==> src/rtl/pdt_consts.svh <==
`ifndef PDT_CONSTS_SVH
`define PDT_CONSTS_SVH

`define PDT_ADDR_COUNT   16'h0002
`define PDT_ADDR_PERIOD  16'h0003
`define PDT_RESET_COUNT  16'h0fff
`define PDT_RESET_PERIOD 16'h0fff
`define PDT_CNT_W        16

`endif

==> src/rtl/pdt_pkg.sv <==
package pdt_pkg;

	typedef struct packed {
		logic        rdEn;
		logic        wrEn;
		logic [15:0] addr;
		logic [15:0] wrData;
	} pdt_bus_req_t;

	typedef struct packed {
		logic        hit;
		logic [15:0] rdData;
	} pdt_bus_rsp_t;

endpackage

==> src/rtl/pdt_down_counter.sv <==
`timescale 1ns/10ps
`include "pdt_consts.svh"

// Reloadable down counter stage; load has priority over count and reload.
module pdt_down_counter
	import pdt_pkg::*;
#(
	parameter int                W         = 16,
	parameter logic [W-1:0]      RESET_VAL = W'(`PDT_RESET_COUNT)
) (
	input  wire logic         clk,
	input  wire logic         resetn,
	input  wire logic         load,
	input  wire logic [W-1:0] loadVal,
	input  wire logic [W-1:0] reloadVal,
	output logic      [W-1:0] count,
	output logic              atZero
);

	typedef struct packed {
		logic [W-1:0] count;
	} pdt_cnt_state_t;

	pdt_cnt_state_t state_r;
	pdt_cnt_state_t state_nxt;

	always_comb begin
		state_nxt = state_r;
		if (load) begin
			state_nxt.count = loadVal;
		end else if (state_r.count == '0) begin
			state_nxt.count = reloadVal;
		end else begin
			state_nxt.count = state_r.count - W'(1);
		end
	end

	always_ff @(posedge clk) begin
		if (!resetn) begin
			state_r.count <= RESET_VAL;
		end else begin
			state_r <= state_nxt;
		end
	end

	assign count  = state_r.count;
	assign atZero = (state_r.count == '0);

endmodule // pdt_down_counter

==> src/rtl/pdt_timer.sv <==
// Contract
// - Sixteen-bit count decrements by one every phase clock, no enable.
// - Reset loads the count register with 0x0fff.
// - Reset loads the period register with 0x0fff.
// - Count holds during reset; decrementing starts after reset release.
// - Count register at data address 2, period register at address 3.
// - Expiry request raised each time the count reaches zero with no count write in that zero cycle.
// - Cycle after zero reloads from period; interval is period plus one.
// - Both registers read and write any cycle; count read is live.
// - Period write alone leaves running count alone; used at next reload.
// - Loading count continues from new value without an interrupt.
`timescale 1ns/10ps
`include "pdt_consts.svh"

module pdt_timer
	import pdt_pkg::*;
#(
	parameter int W = `PDT_CNT_W
) (
	input  wire logic         clk,
	input  wire logic         resetn,
	input  pdt_bus_req_t      busReq,
	output pdt_bus_rsp_t      busRsp,
	output logic              timer_expiry_irq
);

	////////////////////////////////////////////////////////////////////////////
	// State.

	typedef struct packed {
		logic [W-1:0] period;
		logic [15:0]  rdData;
		logic         hit;
		logic         irq;
	} pdt_state_t;

	pdt_state_t   state_r;
	pdt_state_t   state_nxt;
	logic         cntLoad;
	logic [W-1:0] count;
	logic         atZero;
	logic         selCount;
	logic         selPeriod;

	assign selCount  = (busReq.addr == `PDT_ADDR_COUNT);
	assign selPeriod = (busReq.addr == `PDT_ADDR_PERIOD);

	// A count write overrides the decrement and the reload in the same cycle, so the
	// zero that the old count would have reached never happens and no request fires.
	assign cntLoad = busReq.wrEn && selCount;

	////////////////////////////////////////////////////////////////////////////
	// Counter.

	// The reload takes the period register as it stands at the zero cycle, so a
	// period write alone only shapes the next interval.
	pdt_down_counter #(
		.W         (W),
		.RESET_VAL (W'(`PDT_RESET_COUNT))
	) u_counter (
		.clk       (clk),
		.resetn    (resetn),
		.load      (cntLoad),
		.loadVal   (busReq.wrData[W-1:0]),
		.reloadVal (state_r.period),
		.count     (count),
		.atZero    (atZero)
	);

	////////////////////////////////////////////////////////////////////////////
	// Registers and bus.

	always_comb begin
		state_nxt        = state_r;
		state_nxt.hit    = busReq.rdEn && (selCount || selPeriod);
		state_nxt.rdData = '0;
		if (busReq.rdEn && selCount) begin
			state_nxt.rdData = 16'(count);
		end else if (busReq.rdEn && selPeriod) begin
			state_nxt.rdData = 16'(state_r.period);
		end
		if (busReq.wrEn && selPeriod) begin
			state_nxt.period = busReq.wrData[W-1:0];
		end
		// Pulse in the cycle after the zero count, one per expiry.
		state_nxt.irq = atZero && !cntLoad;
	end

	always_ff @(posedge clk) begin
		if (!resetn) begin
			state_r.period <= W'(`PDT_RESET_PERIOD);
			state_r.rdData <= 16'h0000;
			state_r.hit    <= 1'b0;
			state_r.irq    <= 1'b0;
		end else begin
			state_r <= state_nxt;
		end
	end

	assign busRsp.hit       = state_r.hit;
	assign busRsp.rdData    = state_r.rdData;
	assign timer_expiry_irq = state_r.irq;

	////////////////////////////////////////////////////////////////////////////
	// Checks.

	count_decrement_a: assert property (@(posedge clk) disable iff (!resetn)
		(count != '0) && !cntLoad |=> (count == $past(count) - W'(1)))
		else $error("Count did not decrement by one.");

	reset_count_a: assert property (@(posedge clk)
		!resetn |=> (count == W'(`PDT_RESET_COUNT)))
		else $error("Count not at reset value after reset.");

	reset_period_a: assert property (@(posedge clk)
		!resetn |=> (state_r.period == W'(`PDT_RESET_PERIOD)))
		else $error("Period not at reset value after reset.");

	// Judged one edge late, so that the unknown count before the first reset edge
	// never takes part in the comparison.
	hold_in_reset_a: assert property (@(posedge clk)
		!resetn ##1 !resetn |=> $stable(count))
		else $error("Count moved during reset.");

	reload_period_a: assert property (@(posedge clk) disable iff (!resetn)
		atZero && !cntLoad |=> (count == $past(state_r.period)))
		else $error("Count did not reload from period.");

	irq_on_zero_a: assert property (@(posedge clk) disable iff (!resetn)
		atZero && !cntLoad |=> timer_expiry_irq)
		else $error("No expiry request after zero count.");

	irq_single_a: assert property (@(posedge clk) disable iff (!resetn)
		timer_expiry_irq && (state_r.period != '0) |=> !timer_expiry_irq)
		else $error("Expiry request longer than one cycle.");

	count_load_a: assert property (@(posedge clk) disable iff (!resetn)
		cntLoad |=> (count == $past(busReq.wrData[W-1:0])) && !timer_expiry_irq)
		else $error("Count write not taken or raised a request.");

	count_read_a: assert property (@(posedge clk) disable iff (!resetn)
		busReq.rdEn && selCount |=> busRsp.hit && (busRsp.rdData == 16'($past(count))))
		else $error("Count read did not return the live count.");

	period_keep_a: assert property (@(posedge clk) disable iff (!resetn)
		busReq.wrEn && selPeriod && !selCount && (count != '0) |=>
		(count == $past(count) - W'(1)))
		else $error("Period write disturbed the running count.");

	////////////////////////////////////////////////////////////////////////////
	// Reset release.

	// The count must still hold its reset value at the first edge after release,
	// otherwise the first interval would come out one cycle short.
	release_hold_a: assert property (@(posedge clk)
		$rose(resetn) |->
		(count == W'(`PDT_RESET_COUNT)))
		else $error("Count moved before reset release.");

	release_step_a: assert property (@(posedge clk) disable iff (!resetn)
		$rose(resetn) && !cntLoad |=>
		(count == W'(`PDT_RESET_COUNT) - W'(1)))
		else $error("Count did not start after reset release.");

	////////////////////////////////////////////////////////////////////////////
	// Bus answers.

	period_read_a: assert property (@(posedge clk) disable iff (!resetn)
		busReq.rdEn && selPeriod |=>
		busRsp.hit && (busRsp.rdData == 16'($past(state_r.period))))
		else $error("Period read did not return the period.");

	period_write_a: assert property (@(posedge clk) disable iff (!resetn)
		busReq.wrEn && selPeriod |=>
		(state_r.period == $past(busReq.wrData[W-1:0])))
		else $error("Period write not taken.");

	// Other addresses belong to other data memory, so the timer must stay silent.
	other_addr_a: assert property (@(posedge clk) disable iff (!resetn)
		busReq.rdEn && !selCount && !selPeriod |=>
		!busRsp.hit && (busRsp.rdData == 16'h0000))
		else $error("Timer answered a read of another address.");

	idle_bus_a: assert property (@(posedge clk) disable iff (!resetn)
		!busReq.rdEn |=>
		!busRsp.hit && (busRsp.rdData == 16'h0000))
		else $error("Read answer without a read.");

	////////////////////////////////////////////////////////////////////////////
	// Expiry request.

	// Every pulse must trace back to a zero count that no count write cancelled.
	irq_cause_a: assert property (@(posedge clk) disable iff (!resetn)
		timer_expiry_irq |->
		$past(atZero) && !$past(cntLoad))
		else $error("Expiry request without an expiry.");

	// The pulse stands in the reload cycle, so the count already shows the period.
	irq_align_a: assert property (@(posedge clk) disable iff (!resetn)
		timer_expiry_irq |->
		(count == $past(state_r.period)))
		else $error("Expiry request not aligned with the reload.");

	////////////////////////////////////////////////////////////////////////////
	// Coverage.

	expiry_seen_c: cover property (@(posedge clk) disable iff (!resetn)
		timer_expiry_irq);
	count_write_c: cover property (@(posedge clk) disable iff (!resetn)
		cntLoad);
	period_write_c: cover property (@(posedge clk) disable iff (!resetn)
		busReq.wrEn && selPeriod ##[1:20] timer_expiry_irq);
	reset_release_c: cover property (@(posedge clk)
		$rose(resetn));
	count_read_c: cover property (@(posedge clk) disable iff (!resetn)
		busReq.rdEn && selCount ##1 busRsp.hit);

endmodule // pdt_timer

==> config.mk <==
export PLATFORM = sky130hd
export DESIGN_NAME = pdt_timer
export DESIGN_NICKNAME = d
export VERILOG_FILES = /design/src/rtl/pdt_pkg.sv /design/src/rtl/pdt_down_counter.sv /design/src/rtl/pdt_timer.sv
export VERILOG_INCLUDE_DIRS = /design/src /design/src/rtl
export SDC_FILE = /design/constraint.sdc
export NUM_CORES = 1
export LEC_CHECK = 0
export ABC_AREA = 1
export BUFFER_PORTS_ARGS = -buffer_cell sky130_fd_sc_hd__buf_2
export CORE_UTILIZATION = 45
export DETAILED_ROUTE_END_ITERATION = 10
export MAX_ROUTING_LAYER = met4
export PLACE_DENSITY = 0.72
export SLEW_MARGIN = 20
export SYNTH_ARGS = -nofsm -noshare
export SYNTH_HDL_FRONTEND = slang
export SYNTH_SLANG_ARGS = --single-unit
==> constraint.sdc <==
create_clock -name clk -period 2.3 [get_ports clk]
set_input_delay 0.46 -clock clk [delete_from_list [all_inputs] [get_ports clk]]
set_output_delay 0.46 -clock clk [all_outputs]
set_load 0.01 [all_outputs]
======== Word level (Yosys, flattened, before mapping) ========
Cells that the tools add are included.
storage, ports and cells
  logic and storage cells ................. 21
  flip-flop bits (word level) ............. 50
  output and inout port bits .............. 18
cells by class
  add/subtract/negate cells ............... 1
  reductions and logical operators ........ 9
  multiplexer cells ....................... 4
  equal/unequal tests ..................... 2
operators by type and width
  operator                                                               number
  16-bit 2-to-1 mux                                                      4
  16-bit by 2-bit == test with 1-bit output (second input constant)      2
  16-bit logical NOT                                                     1
  16-bit by 1-bit subtractor with 16-bit output (second input constant)  1
  1-bit logical AND                                                      6
  1-bit logical NOT                                                      1
  1-bit logical OR                                                       1

======== Longest topological paths before layout ========
Gate-level depths: netlist of run 1.
  depth after elaboration ................. 4
  depth in mapped cells ................... 10

======== By module ========
Synthesis of run 1 repeated with hierarchy kept, for this count alone.
second synthesis, totals
  cells, all modules ...................... 402
  area total of the unflattened synthesis .. 2895.3 um^2
modules (own cells, without submodules)
  module            area an instance (um^2)  instances  cells an instance
  pdt_timer         1594.0                   1          201
  pdt_down_counter  1301.2                   1          201

======== Least setup slack after synthesis of run 1 ========
OpenSTA, ideal clock, no wires.
  kind .................................... input-to-reg
  from .................................... input port busReq[18] (netlist name)
  to ...................................... register state_r, in the netlist busRsp[13]
  data arrival time ....................... 1.345 ns
  path buffers ............................ 1
  path slack .............................. 0.827 ns
  stages .................................. 9
  cell sequence ........................... inv_1 -> nand2_1 -> nor2_2 -> nand3_2 -> buf_6 -> nand2_1 -> nor2_1 -> nor2_1 -> nor2_1
on the way
  longest elaborated chain between the ends .. 4
  elaborated cells on any way between the ends .. 6
  those cells by class .................... eq/ne (2); mux (2); reduce/logical (2)
ends and longest elaborated chain
  item                                                 RTL line         text
  from (decl)                                          pdt_timer.sv:22  input pdt_bus_req_t busReq,
  16-bit by 2-bit == test with 1-bit output (no line)  -
  1-bit logical AND                                    pdt_timer.sv:79  end else if (busReq.rdEn && selPeriod) begin
  16-bit 2-to-1 mux                                    pdt_timer.sv:79
  16-bit 2-to-1 mux (*)                                pdt_timer.sv:77  if (busReq.rdEn && selCount) begin
  to (signal assigned)                                 pdt_timer.sv:96  state_r <= state_nxt;
  to (decl)                                            pdt_timer.sv:37  pdt_state_t state_r;
Every way passes the cells marked *; elsewhere a longest branch is shown, timed or not.
A chain may end at the register's enable or synchronous reset.

======== Final worst setup path of run 1 ========
  from .................................... register, netlist name u_counter.count[0]
  to ...................................... register, netlist name u_counter.count[11]
on the way
  longest elaborated chain between the ends .. 3
  elaborated cells on any way between the ends .. 4
  those cells by class .................... add/sub (1); mux (2); reduce/logical (1)
ends and longest elaborated chain
  item                                                                                 RTL line                                        text
  16-bit by 1-bit subtractor with 16-bit output or 16-bit logical NOT (tied branches)  pdt_down_counter.sv:34, pdt_down_counter.sv:31
  16-bit 2-to-1 mux (*)                                                                pdt_down_counter.sv:31                          end else if (state_r.count == '0) begin
  16-bit 2-to-1 mux (*)                                                                pdt_down_counter.sv:29                          if (load) begin
Marked as above.

==> results of run 1 <==
worst min path at each step:
stage | endpoint | slack [ns] | cells after the start
final | state_r[22] | 0.36 | 3
after global routing | state_r[21] | 0.37 | 3
after CTS | state_r[29] | 0.36 | 3
after detailed placement | state_r[33] | 0.47 | 2
after global placement | state_r[33] | 0.47 | 2
after floorplan | state_r[29] | 0.46 | 2
per-layer routing:
layer / track usage / vias to the layer above / wire length, µm / share of wire
li1: - / 1441 / - / -
met1: 0.302 / 1260 / 3420 / 0.48
met2: 0.376 / 58 / 3340 / 0.47
met3: 0.0338 / 7 / 316 / 0.044
met4: 0.0580 / 0 / 73 / 0.010
met5: - / - / 0 / 0
sequential cells by signal, summed over array words and instances (netlist names):
name,count
busRsp,17
state_r,16
timer_expiry_irq,1
u_counter.count,16
through the flow:
| step | std cells | cell area [µm²] | worst slack, ns |
|---|---|---|---|
| after floorplan | 435 | 2950 | 0.827 |
| after global placement | 540 | 3120 | 0.452 |
| after detailed placement | 540 | 3120 | 0.422 |
| after CTS | 548 | 3230 | 0.525 |
| after global routing | 548 | 3230 | 0.284 |
| final | 548 | 3230 | 0.513 |
cells by family after synthesis:
kind of cell / Yosys count
simple gates: 273
buf+inv: 69
flops: 50
compound gates: 40
fa+ha+maj: 2
xor+xnor: 1
layout by cell type, fill, tap and decap left out, types with 5 or more instances in the layout:
master / synthesis / routed
nand2_2: 5 / 5
inv_1: 35 / 35
nor2_1: 88 / 88
a21oi_1: 20 / 20
o211ai_1: 5 / 5
nor2_4: 5 / 5
nor2_2: 7 / 7
nand3_1: 38 / 38
buf_2: 1 / 53
clkbuf_8: 0 / 5
dfxtp_1: 50 / 50
nand2_1: 107 / 107
nand4_1: 6 / 6
o21ai_0: 9 / 9
where the power goes:
part / switching (µW) / total, µW / internal, µW
sequential: 2.78 / 872 / 869
combinational: 68.5 / 111 / 42.2
clock: 319 / 645 / 327
final cells by class:
type                       count  area, µm²  area share
sequential                    50       1000       0.309
timing repair buffer          57        295      0.0913
clock inverter                 3       43.8      0.0135
inverter                      40        150      0.0464
clock buffer                   5       68.8      0.0213
multi-input combinational    316       1580       0.488
tap                           77       96.3      0.0298
worst max-delay path, stage by stage, from the launching register on:
cell	delay, ns
dfxtp_1	0.33
inv_1	0.13
ha_1	0.21
inv_1	0.09
nor3_4	0.18
nand3_4	0.31
or2_0	0.30
nand3_1	0.08
nand2_1	0.05
==> metrics.csv, run 1 <==
stage,metric,value,unit
place,gp_congestion,0.947,
logic_synthesis,synthDistinctLibCells,31,
die,start_util,0.465,
worst_setup_path,cp_max_fo,26,
logic_synthesis,synth_top_area_share,0.339,
place,post-dp-hpwl,5150,µm
logic_synthesis,synthXorXnorAreaFrac,0.00297,
logic_synthesis,synthArstFlopShare,0,
pwr,irDropWorstVdd,0.232,mV
worst_setup_path,r2r_setup_slack,0.51,ns
cells_and_area,drive_above_1_share,0.212,
worst_setup_path,setup.worst_path.start,u_counter.count[0],
sta,period_needed,1.79,ns
logic_synthesis,synth_area,0.00295,mm²
detailed_routing,dr.pass1.iters,5,
logic_synthesis,synthAdderAreaFrac,0.00847,
sta,hold_slack,0.358,ns
sta,clock.fmax,0.560,GHz
cells_and_area,post-route-util,0.509,
detailed_routing,finalWirelength,7150,µm
global_route,grt_pass1_vias,2704,
logic_synthesis,synth_common_cells,"nand2_1, nor2_1, dfxtp_1",
die,fp.dieArea,0.00689,mm²
pwr,pwr_density_cell,503,mW/mm²
pwr,p_total,1630,µW
cts,worstSkewPairLatency,0.31,ns
worst_setup_path,critical_path.reg2reg.startpoint,u_counter.count[0],
logic_synthesis,ys_warn_count,0,
worst_setup_path,arrival,2.00,ns
sta,fin_setup_tns,0,ns
logic_synthesis,ys_ff_latch,50,
detailed_routing,via_count,2766,
cts,cts_tree,built,
global_route,grt_max_degree,27,
job,max_cap_viol_count,0,
sta,slew_viol_final,0,
sta,fin_crit_sh,0.777,
die,coreArea,0.00635,mm²
logic_synthesis,muxShareOfSynthArea,0,
cells_and_area,diodes,0,
die,ioPinCount,54,
logic_synthesis,synth_ff_type,dfxtp_1,
global_route,grt_first_pass_wirelength,12800,µm
detailed_routing,drt_iter0_drc,179,
logic_synthesis,synth_area_leader_cell,dfxtp_1,
logic_synthesis,synth_compound_area_frac,0.0784,
cells_and_area,fillCellCount,648,
cts,cts_buffers,5,
sta,worst_pin_slew,0.466,ns
cts,cts.sinks,50,
outcome,status,"finished, final reports clean",
worst_setup_path,endpoint_kind,register,
logic_synthesis,synth.area.top_cells,"dfxtp_1, nand2_1, nor2_1",
pwr,p_leak,0.00167,µW
worst_hold_path,hold_class,in2reg,
die,die_w,83.0,µm
logic_synthesis,yosys.area_share.simple,0.445,
logic_synthesis,syn_nets,473,
logic_synthesis,seq_area_frac_synth,0.339,
sta,fin_skew,0.00654,ns
logic_synthesis,avgSynthCellArea,6.79,µm²
worst_setup_path,crit_required,2.51,ns
global_route,grt_antenna_before_repair,0,
worst_setup_path,regToRegEndpoint,u_counter.count[11],
cts,root_buffer,clkbuf_8,
logic_synthesis,synth_top_family_by_area,simple AND/OR/NAND/NOR gates,
die,chipHeight,83.0,µm
place,port_buffers,53,
cts,ctsResizeCount,0,
worst_hold_path,worstHoldStart,busReq[4],
detailed_routing,drtAntennaViolNets,0,
sta,hold_violations,0,
cts,post-cts-setup-buffers,0,
sta,relSlewSlack,0.689,
cts,holdBufCountCts,0,
detailed_routing,vias_per_cell,5.05,
detailed_routing,route.detailed.wl_per_inst,13.0,µm
global_route,grtUsageTotal,0.231,
logic_synthesis,synth.most_common_cell,nand2_1,
global_route,grt_overflow_total,0,
cts,htreeDepth,2,
sta,rsz0062_at_grt,false,
worst_setup_path,reg2regPathDepth,8,
worst_setup_path,endpoint,u_counter.count[11],
cells_and_area,areaGrowthSynthToFinish,9.53,%
cts,clk_pin_slew,0.10,ns
sta,setup_violations,0,
logic_synthesis,synth_edf_count,0,
cells_and_area,layout.nets,508,
detailed_routing,drcViolationCount,0,
worst_setup_path,critPathKind,reg2reg,
die,rows,29,
logic_synthesis,postSynthCellCount,435,
cts,clk_path_buf_depth,2,
worst_setup_path,critPathLaunchType,register,
Power figures use the tool's default switching activity.
==> inputs of run 2 (changes only) <==
--- a/config.mk
+++ b/config.mk
@@ -6,12 +6,12 @@
 export SDC_FILE = /design/constraint.sdc
 export NUM_CORES = 1
 export LEC_CHECK = 0
-export ABC_AREA = 1
+export ABC_AREA = 0
 export BUFFER_PORTS_ARGS = -buffer_cell sky130_fd_sc_hd__buf_2
 export CORE_UTILIZATION = 45
 export DETAILED_ROUTE_END_ITERATION = 10
 export MAX_ROUTING_LAYER = met4
-export PLACE_DENSITY = 0.72
+export PLACE_DENSITY = 0.76
 export SLEW_MARGIN = 20
 export SYNTH_ARGS = -nofsm -noshare
 export SYNTH_HDL_FRONTEND = slang
==> constraint.sdc (replaced) <==
create_clock -name clk -period 1.6 [get_ports clk]
set_input_delay 0.32 -clock clk [delete_from_list [all_inputs] [get_ports clk]]
set_output_delay 0.32 -clock clk [all_outputs]
set_load 0.01 [all_outputs]
==> run 2 against run 1 <==
Net effect: the flow now finishes with violations (negative setup slack); via count fell by 21%; clock skew barely moved; combinational power rose by 33%; critical path type unchanged; critical endpoint is now u_counter.count[14].
==> metrics.csv, run 2 <==
stage,metric,value,unit
sta,worst_slack,-0.222,ns
pwr,irDropWorstVdd,0.367,mV
worst_setup_path,critPathKind,reg2reg,
logic_synthesis,ys_warn_count,0,
worst_setup_path,critical_path.reg2reg.startpoint,u_counter.count[1],
logic_synthesis,synth_area_leader_cell,dfxtp_1,
cts,htreeDepth,2,
logic_synthesis,synthArstFlopShare,0,
cts,cts_buffers,5,
cts,clk_path_buf_depth,2,
pwr,switching_share,0.232,
die,start_util,0.478,
sta,setup_violations,17,
pwr,pwr-share-clk,0.339,
cells_and_area,layout.nets,394,
detailed_routing,via_count,2176,
outcome,violations,negative setup slack,
detailed_routing,route.detailed.wl_per_inst,13.1,µm
detailed_routing,dr.pass1.iters,4,
worst_setup_path,critPathLaunchType,register,
cells_and_area,diodes,0,
worst_setup_path,crit_required,1.84,ns
worst_setup_path,regToRegEndpoint,u_counter.count[14],
detailed_routing,vias_per_cell,5.10,
detailed_routing,drtAntennaViolNets,0,
sta,period_needed,1.82,ns
die,coreArea,0.00520,mm²
logic_synthesis,synth.most_common_cell,nand2_1,
sta,clock.fmax,0.549,GHz
sta,worst_pin_slew,0.431,ns
place,gp_congestion,0.902,
pwr,p_comb_frac,0.070,
cells_and_area,areaGrowthSynthToFinish,25.3,%
worst_setup_path,endpoint,u_counter.count[14],
worst_hold_path,hold_class,in2reg,
place,post-dp-hpwl,4280,µm
cts,root_buffer,clkbuf_8,
place,port_buffers,53,
cells_and_area,post-route-util,0.599,
logic_synthesis,synth_common_cells,"nand2_1, dfxtp_1, nand3_1",
sta,rsz0062_at_grt,true,
sta,hold_violations,0,
cts,clk_pin_slew,0.09,ns
logic_synthesis,synth.area.top_cells,"dfxtp_1, nand2_1, mux2i_1",
cells_and_area,layout_commonest_cell,nand2_1,
worst_setup_path,r2r_setup_slack,-0.22,ns
global_route,grtUsageTotal,0.205,
global_route,grt_max_degree,19,
cts,cts.sinks,50,
cells_and_area,largest_register_ffs,17,
logic_synthesis,avgSynthCellArea,8.52,µm²
detailed_routing,drt_iter0_drc,138,
logic_synthesis,seq_area_frac_synth,0.402,
global_route,grt_antenna_before_repair,0,
pwr,pwr_density_cell,682,mW/mm²
worst_setup_path,reg2regPathDepth,9,
logic_synthesis,synth_top_area_share,0.402,
logic_synthesis,synth_edf_count,0,
worst_setup_path,arrival,2.06,ns
cts,cts_tree,built,
die,ioPinCount,54,
job,max_cap_viol_count,0,
global_route,grt_overflow_total,0,
global_route,grt_pass1_vias,2003,
pwr,intPower,1630,µW
sta,hold_slack,0.236,ns
die,rows,26,
logic_synthesis,synth_area,0.00249,mm²
sta,relSlewSlack,0.712,
place,pre_cts_ws,-0.302,ns
cells_and_area,layout_common_cells,"nand2_1, buf_2, dfxtp_1, buf_4, nand3_1",
worst_setup_path,cp_max_fo,4,
sta,fin_crit_sh,1.14,
detailed_routing,drcViolationCount,0,
worst_setup_path,setup.worst_path.start,u_counter.count[1],
detailed_routing,finalWirelength,5590,µm
worst_setup_path,endpoint_kind,register,
sta,fin_skew,0.00658,ns
cts,worstSkewPairLatency,0.30,ns
outcome,status,finished with violations,
die,fp.dieArea,0.00583,mm²
logic_synthesis,synthDistinctLibCells,45,
die,chipHeight,76.3,µm
logic_synthesis,postSynthCellCount,292,
global_route,grt_first_pass_wirelength,9360,µm
pwr,p_seq_frac,0.591,
logic_synthesis,syn_nets,330,
cts,holdBufCountCts,0,
logic_synthesis,ys_ff_latch,50,
die,die_w,76.3,µm
pwr,p_leak,0.00139,µW
cells_and_area,drive_above_1_share,0.373,
pwr,p_switching,493,µW
pwr,p_total,2130,µW
logic_synthesis,synth_ff_type,dfxtp_1,
sta,slew_viol_final,0,
-- run 2: logic make-up after synthesis --
logic type | Yosys count | share of synthesized area
buffers and inverters | 37 | 0.0890
adders and majority gates | 2 | 0.0101
and+or+nand+nor | 146 | 0.285
AOI/OAI and AO/OA | 31 | 0.113
DFF | 50 | 0.402
muxes | 17 | 0.0684
xor gates and xnor gates | 9 | 0.0317
-- run 2: worst max-delay path: stages (launching register included) --
cell	delay, ns
dfxtp_2	0.35
inv_2	0.08
ha_4	0.12
or4b_4	0.48
buf_6	0.15
a21oi_1	0.15
a21oi_1	0.08
a31oi_1	0.16
o211ai_1	0.10
a21boi_1	0.12
-- run 2: layout make-up --
class	instances	area [µm²]
clock inverter	3	21.3
tap	70	87.6
clock buffer	5	68.8
multi-input combinational	205	1350
inverter	4	15.0
fill	463	2090
sequential	50	1000
timing repair buffer	90	571
-- run 2: through the flow --
| step | cells | instance area [µm²] | TNS [ns] |
|---|---|---|---|
| floorplan | 292 | 2520 | -3.24 |
| global placement | 417 | 2940 | -4.34 |
| detailed placement | 417 | 2940 | -6.06 |
| CTS | 426 | 3080 | -3.12 |
| global route | 427 | 3120 | -4.57 |
| finish | 427 | 3120 | -3.08 |
-- run 2: metal layers --
metal | part of all wire | track usage
met1 | 0.44 | 0.262
met4 | 0.0089 | 0.0596
met3 | 0.050 | 0.0263
met5 | 0 | -
met2 | 0.50 | 0.338
-- run 2: worst min path at each step --
stage	start	end	slack (ns)	depth (start not counted)
final	busReq[10]	u_counter.count[10]	0.24	3
after global routing	busReq[5]	state_r[23]	0.24	3
after CTS	busReq[9]	u_counter.count[9]	0.23	3
after detailed placement	state_r[33]	state_r[33]	0.48	2
after global placement	state_r[30]	state_r[30]	0.47	2
after floorplan	busReq[8]	u_counter.count[8]	0.44	2
-- run 2: power groups by stage --
stage	combinational, µW	clock (µW)	sequential, µW
6_report	148	721	1260
5_1_grt	163	802	1260
4_1_cts	149	735	1260
3_5_place_dp	144	0	1280
3_3_place_gp	140	0	1280
2_1_floorplan	62.9	0	1290
-- run 2: repair_timing --
item	4_1_cts	5_1_grt
hold endpoints to repair	0	0
pin swaps	4	4
buffers inserted	1	1
gates resized for setup	16	6
setup endpoints to repair	17	18
==> inputs of run 3 (changes only) <==
--- a/config.mk
+++ b/config.mk
@@ -8,6 +8,8 @@
 export LEC_CHECK = 0
 export ABC_AREA = 0
 export BUFFER_PORTS_ARGS = -buffer_cell sky130_fd_sc_hd__buf_2
+export CAP_MARGIN = 20
+export CORE_MARGIN = 4
 export CORE_UTILIZATION = 45
 export DETAILED_ROUTE_END_ITERATION = 10
 export MAX_ROUTING_LAYER = met4
==> run 3 against run 2 <==
Net effect: the flow still finishes with violations (negative setup slack); register-to-register slack lost 0.03 ns; critical path type unchanged; combinational power grew 6%; clock-buffer cell count grew 1; non-clock buffer count grew 6; hold slack lost 0.015 ns; utilization grew 0.20 points.
==> metrics.csv, run 3 (synthesized netlist as in run 2, its figures left out) <==
stage,metric,value,unit
sta,fin_skew,0.00859,ns
detailed_routing,route.detailed.wl_per_inst,13.3,µm
worst_setup_path,cp_max_fo,4,
sta,fin_crit_sh,1.16,
global_route,grt_overflow_total,0,
global_route,grt_first_pass_wirelength,9290,µm
outcome,violations,negative setup slack,
global_route,grt_antenna_before_repair,0,
worst_hold_path,worstHoldStart,busReq[0],
cells_and_area,diodes,0,
detailed_routing,via_count,2154,
outcome,status,finished with violations,
cells_and_area,layout_common_cells,"nand2_1, buf_2, dfxtp_1, buf_4, nand3_1",
detailed_routing,vias_per_cell,4.97,
die,ioPinCount,54,
worst_hold_path,hold_depth,3,
sta,period_needed,1.85,ns
worst_setup_path,critical_path.reg2reg.startpoint,u_counter.count[0],
cts,cts_buffers,5,
worst_setup_path,regToRegEndpoint,u_counter.count[12],
worst_setup_path,arrival,2.10,ns
place,port_buffers,53,
die,coreArea,0.00524,mm²
sta,setup_violations,17,
pwr,irDropWorstVdd,0.576,mV
cells_and_area,areaGrowthSynthToFinish,26.5,%
global_route,grt_pass1_vias,1957,
die,start_util,0.475,
die,rows,26,
pwr,pwr_density_cell,700,mW/mm²
detailed_routing,drcViolationCount,0,
cells_and_area,layout.nets,400,
cts,clk_pin_slew,0.09,ns
cells_and_area,drive_above_1_share,0.380,
global_route,grtUsageTotal,0.185,
cells_and_area,largest_register_ffs,17,
cts,htreeDepth,2,
place,gp_congestion,0.924,
detailed_routing,dr.pass1.iters,4,
job,max_cap_viol_count,0,
die,die_w,82.3,µm
cts,cts_tree,built,
sta,hold_slack,0.221,ns
sta,slew_viol_final,0,
worst_setup_path,crit_required,1.85,ns
cells_and_area,layout_commonest_cell,nand2_1,
place,post-dp-hpwl,4390,µm
worst_setup_path,endpoint_kind,register,
worst_setup_path,critPathKind,reg2reg,
cts,worstSkewPairLatency,0.31,ns
die,fp.dieArea,0.00678,mm²
place,pre_cts_ws,-0.252,ns
sta,clock.fmax,0.541,GHz
cts,cts.sinks,50,
die,chipHeight,82.3,µm
sta,relSlewSlack,0.767,
worst_setup_path,r2r_setup_slack,-0.25,ns
pwr,p_leak,0.00144,µW
worst_setup_path,critPathLaunchType,register,
detailed_routing,drt_iter0_drc,138,
sta,hold_violations,0,
worst_hold_path,min_to,state_r[18],
cts,clk_path_buf_depth,2,
global_route,grt_max_degree,19,
pwr,p_total,2200,µW
worst_setup_path,reg2regPathDepth,8,
detailed_routing,drtAntennaViolNets,0,
detailed_routing,finalWirelength,5750,µm
sta,worst_slack,-0.248,ns
sta,worst_pin_slew,0.350,ns
worst_hold_path,hold_class,in2reg,
sta,rsz0062_at_grt,true,
cts,root_buffer,clkbuf_8,
-- run 3: layer usage --
layer / vias up / part of all wire / GRT usage
met2: 43 / 0.47 / 0.295
met3: 8 / 0.054 / 0.0477
li1: 1128 / - / -
met4: 0 / 0.012 / 0.0465
met5: - / 0 / -
met1: 975 / 0.46 / 0.234
-- run 3: repair_timing --
action / 4_1_cts / 5_1_grt
hold buffers: 0 / 0
endpoints found under the hold margin: 0 / 0
endpoints found under the setup margin: 17 / 17
pin swaps: 0 / 1
gates resized for setup: 14 / 2
setup buffers: 2 / 4
-- run 3: where the power goes --
group | leakage, µW | switching [µW] | total, µW | internal (µW)
combinational | 0.000985 | 73.9 | 157 | 83.1
sequential | 0.000403 | 5.65 | 1260 | 1250
clock | 0.0000478 | 433 | 790 | 356
-- run 3: how the worst max path moves through the flow --
stage | start | end
global route | u_counter.count[0] | u_counter.count[0]
global placement | u_counter.count[1] | u_counter.count[13]
floorplan | u_counter.count[8] | u_counter.count[0]
detailed placement | u_counter.count[1] | u_counter.count[14]
CTS | u_counter.count[8] | u_counter.count[14]
finish | u_counter.count[0] | u_counter.count[12]
-- run 3: through the flow --
| step | area [µm²] | utilization | setup TNS [ns] | cells |
|---|---|---|---|---|
| 2_1_floorplan | 2520 | - | -3.24 | 292 |
| 3_3_place_gp | 2950 | 0.564 | -4.28 | 419 |
| 3_5_place_dp | 2950 | 0.564 | -5.33 | 419 |
| 4_1_cts | 3110 | 0.593 | -2.77 | 429 |
| 5_1_grt | 3150 | 0.601 | -4.71 | 433 |
| 6_report | 3150 | 0.601 | -3.06 | 433 |
-- run 3: final cells by class --
| class | instances | area, µm² |
|---|---|---|
| Clock buffer | 6 | 82.6 |
| Multi-Input combinational cell | 205 | 1330 |
| Tap cell | 70 | 87.6 |
| Clock inverter | 2 | 16.3 |
| Inverter | 4 | 15.0 |
| Sequential cell | 50 | 1000 |
| Timing Repair Buffer | 96 | 608 |
| Fill cell | 469 | 2090 |
-- run 3: critical path: stages (launching register included) --
cell and delay, ns:
dfxtp_2 0.34, inv_2 0.05, ha_1 0.13, or4b_4 0.48
nor3_4 0.17, nand2_4 0.10, buf_4 0.15, a211o_1 0.25
a21boi_2 0.11
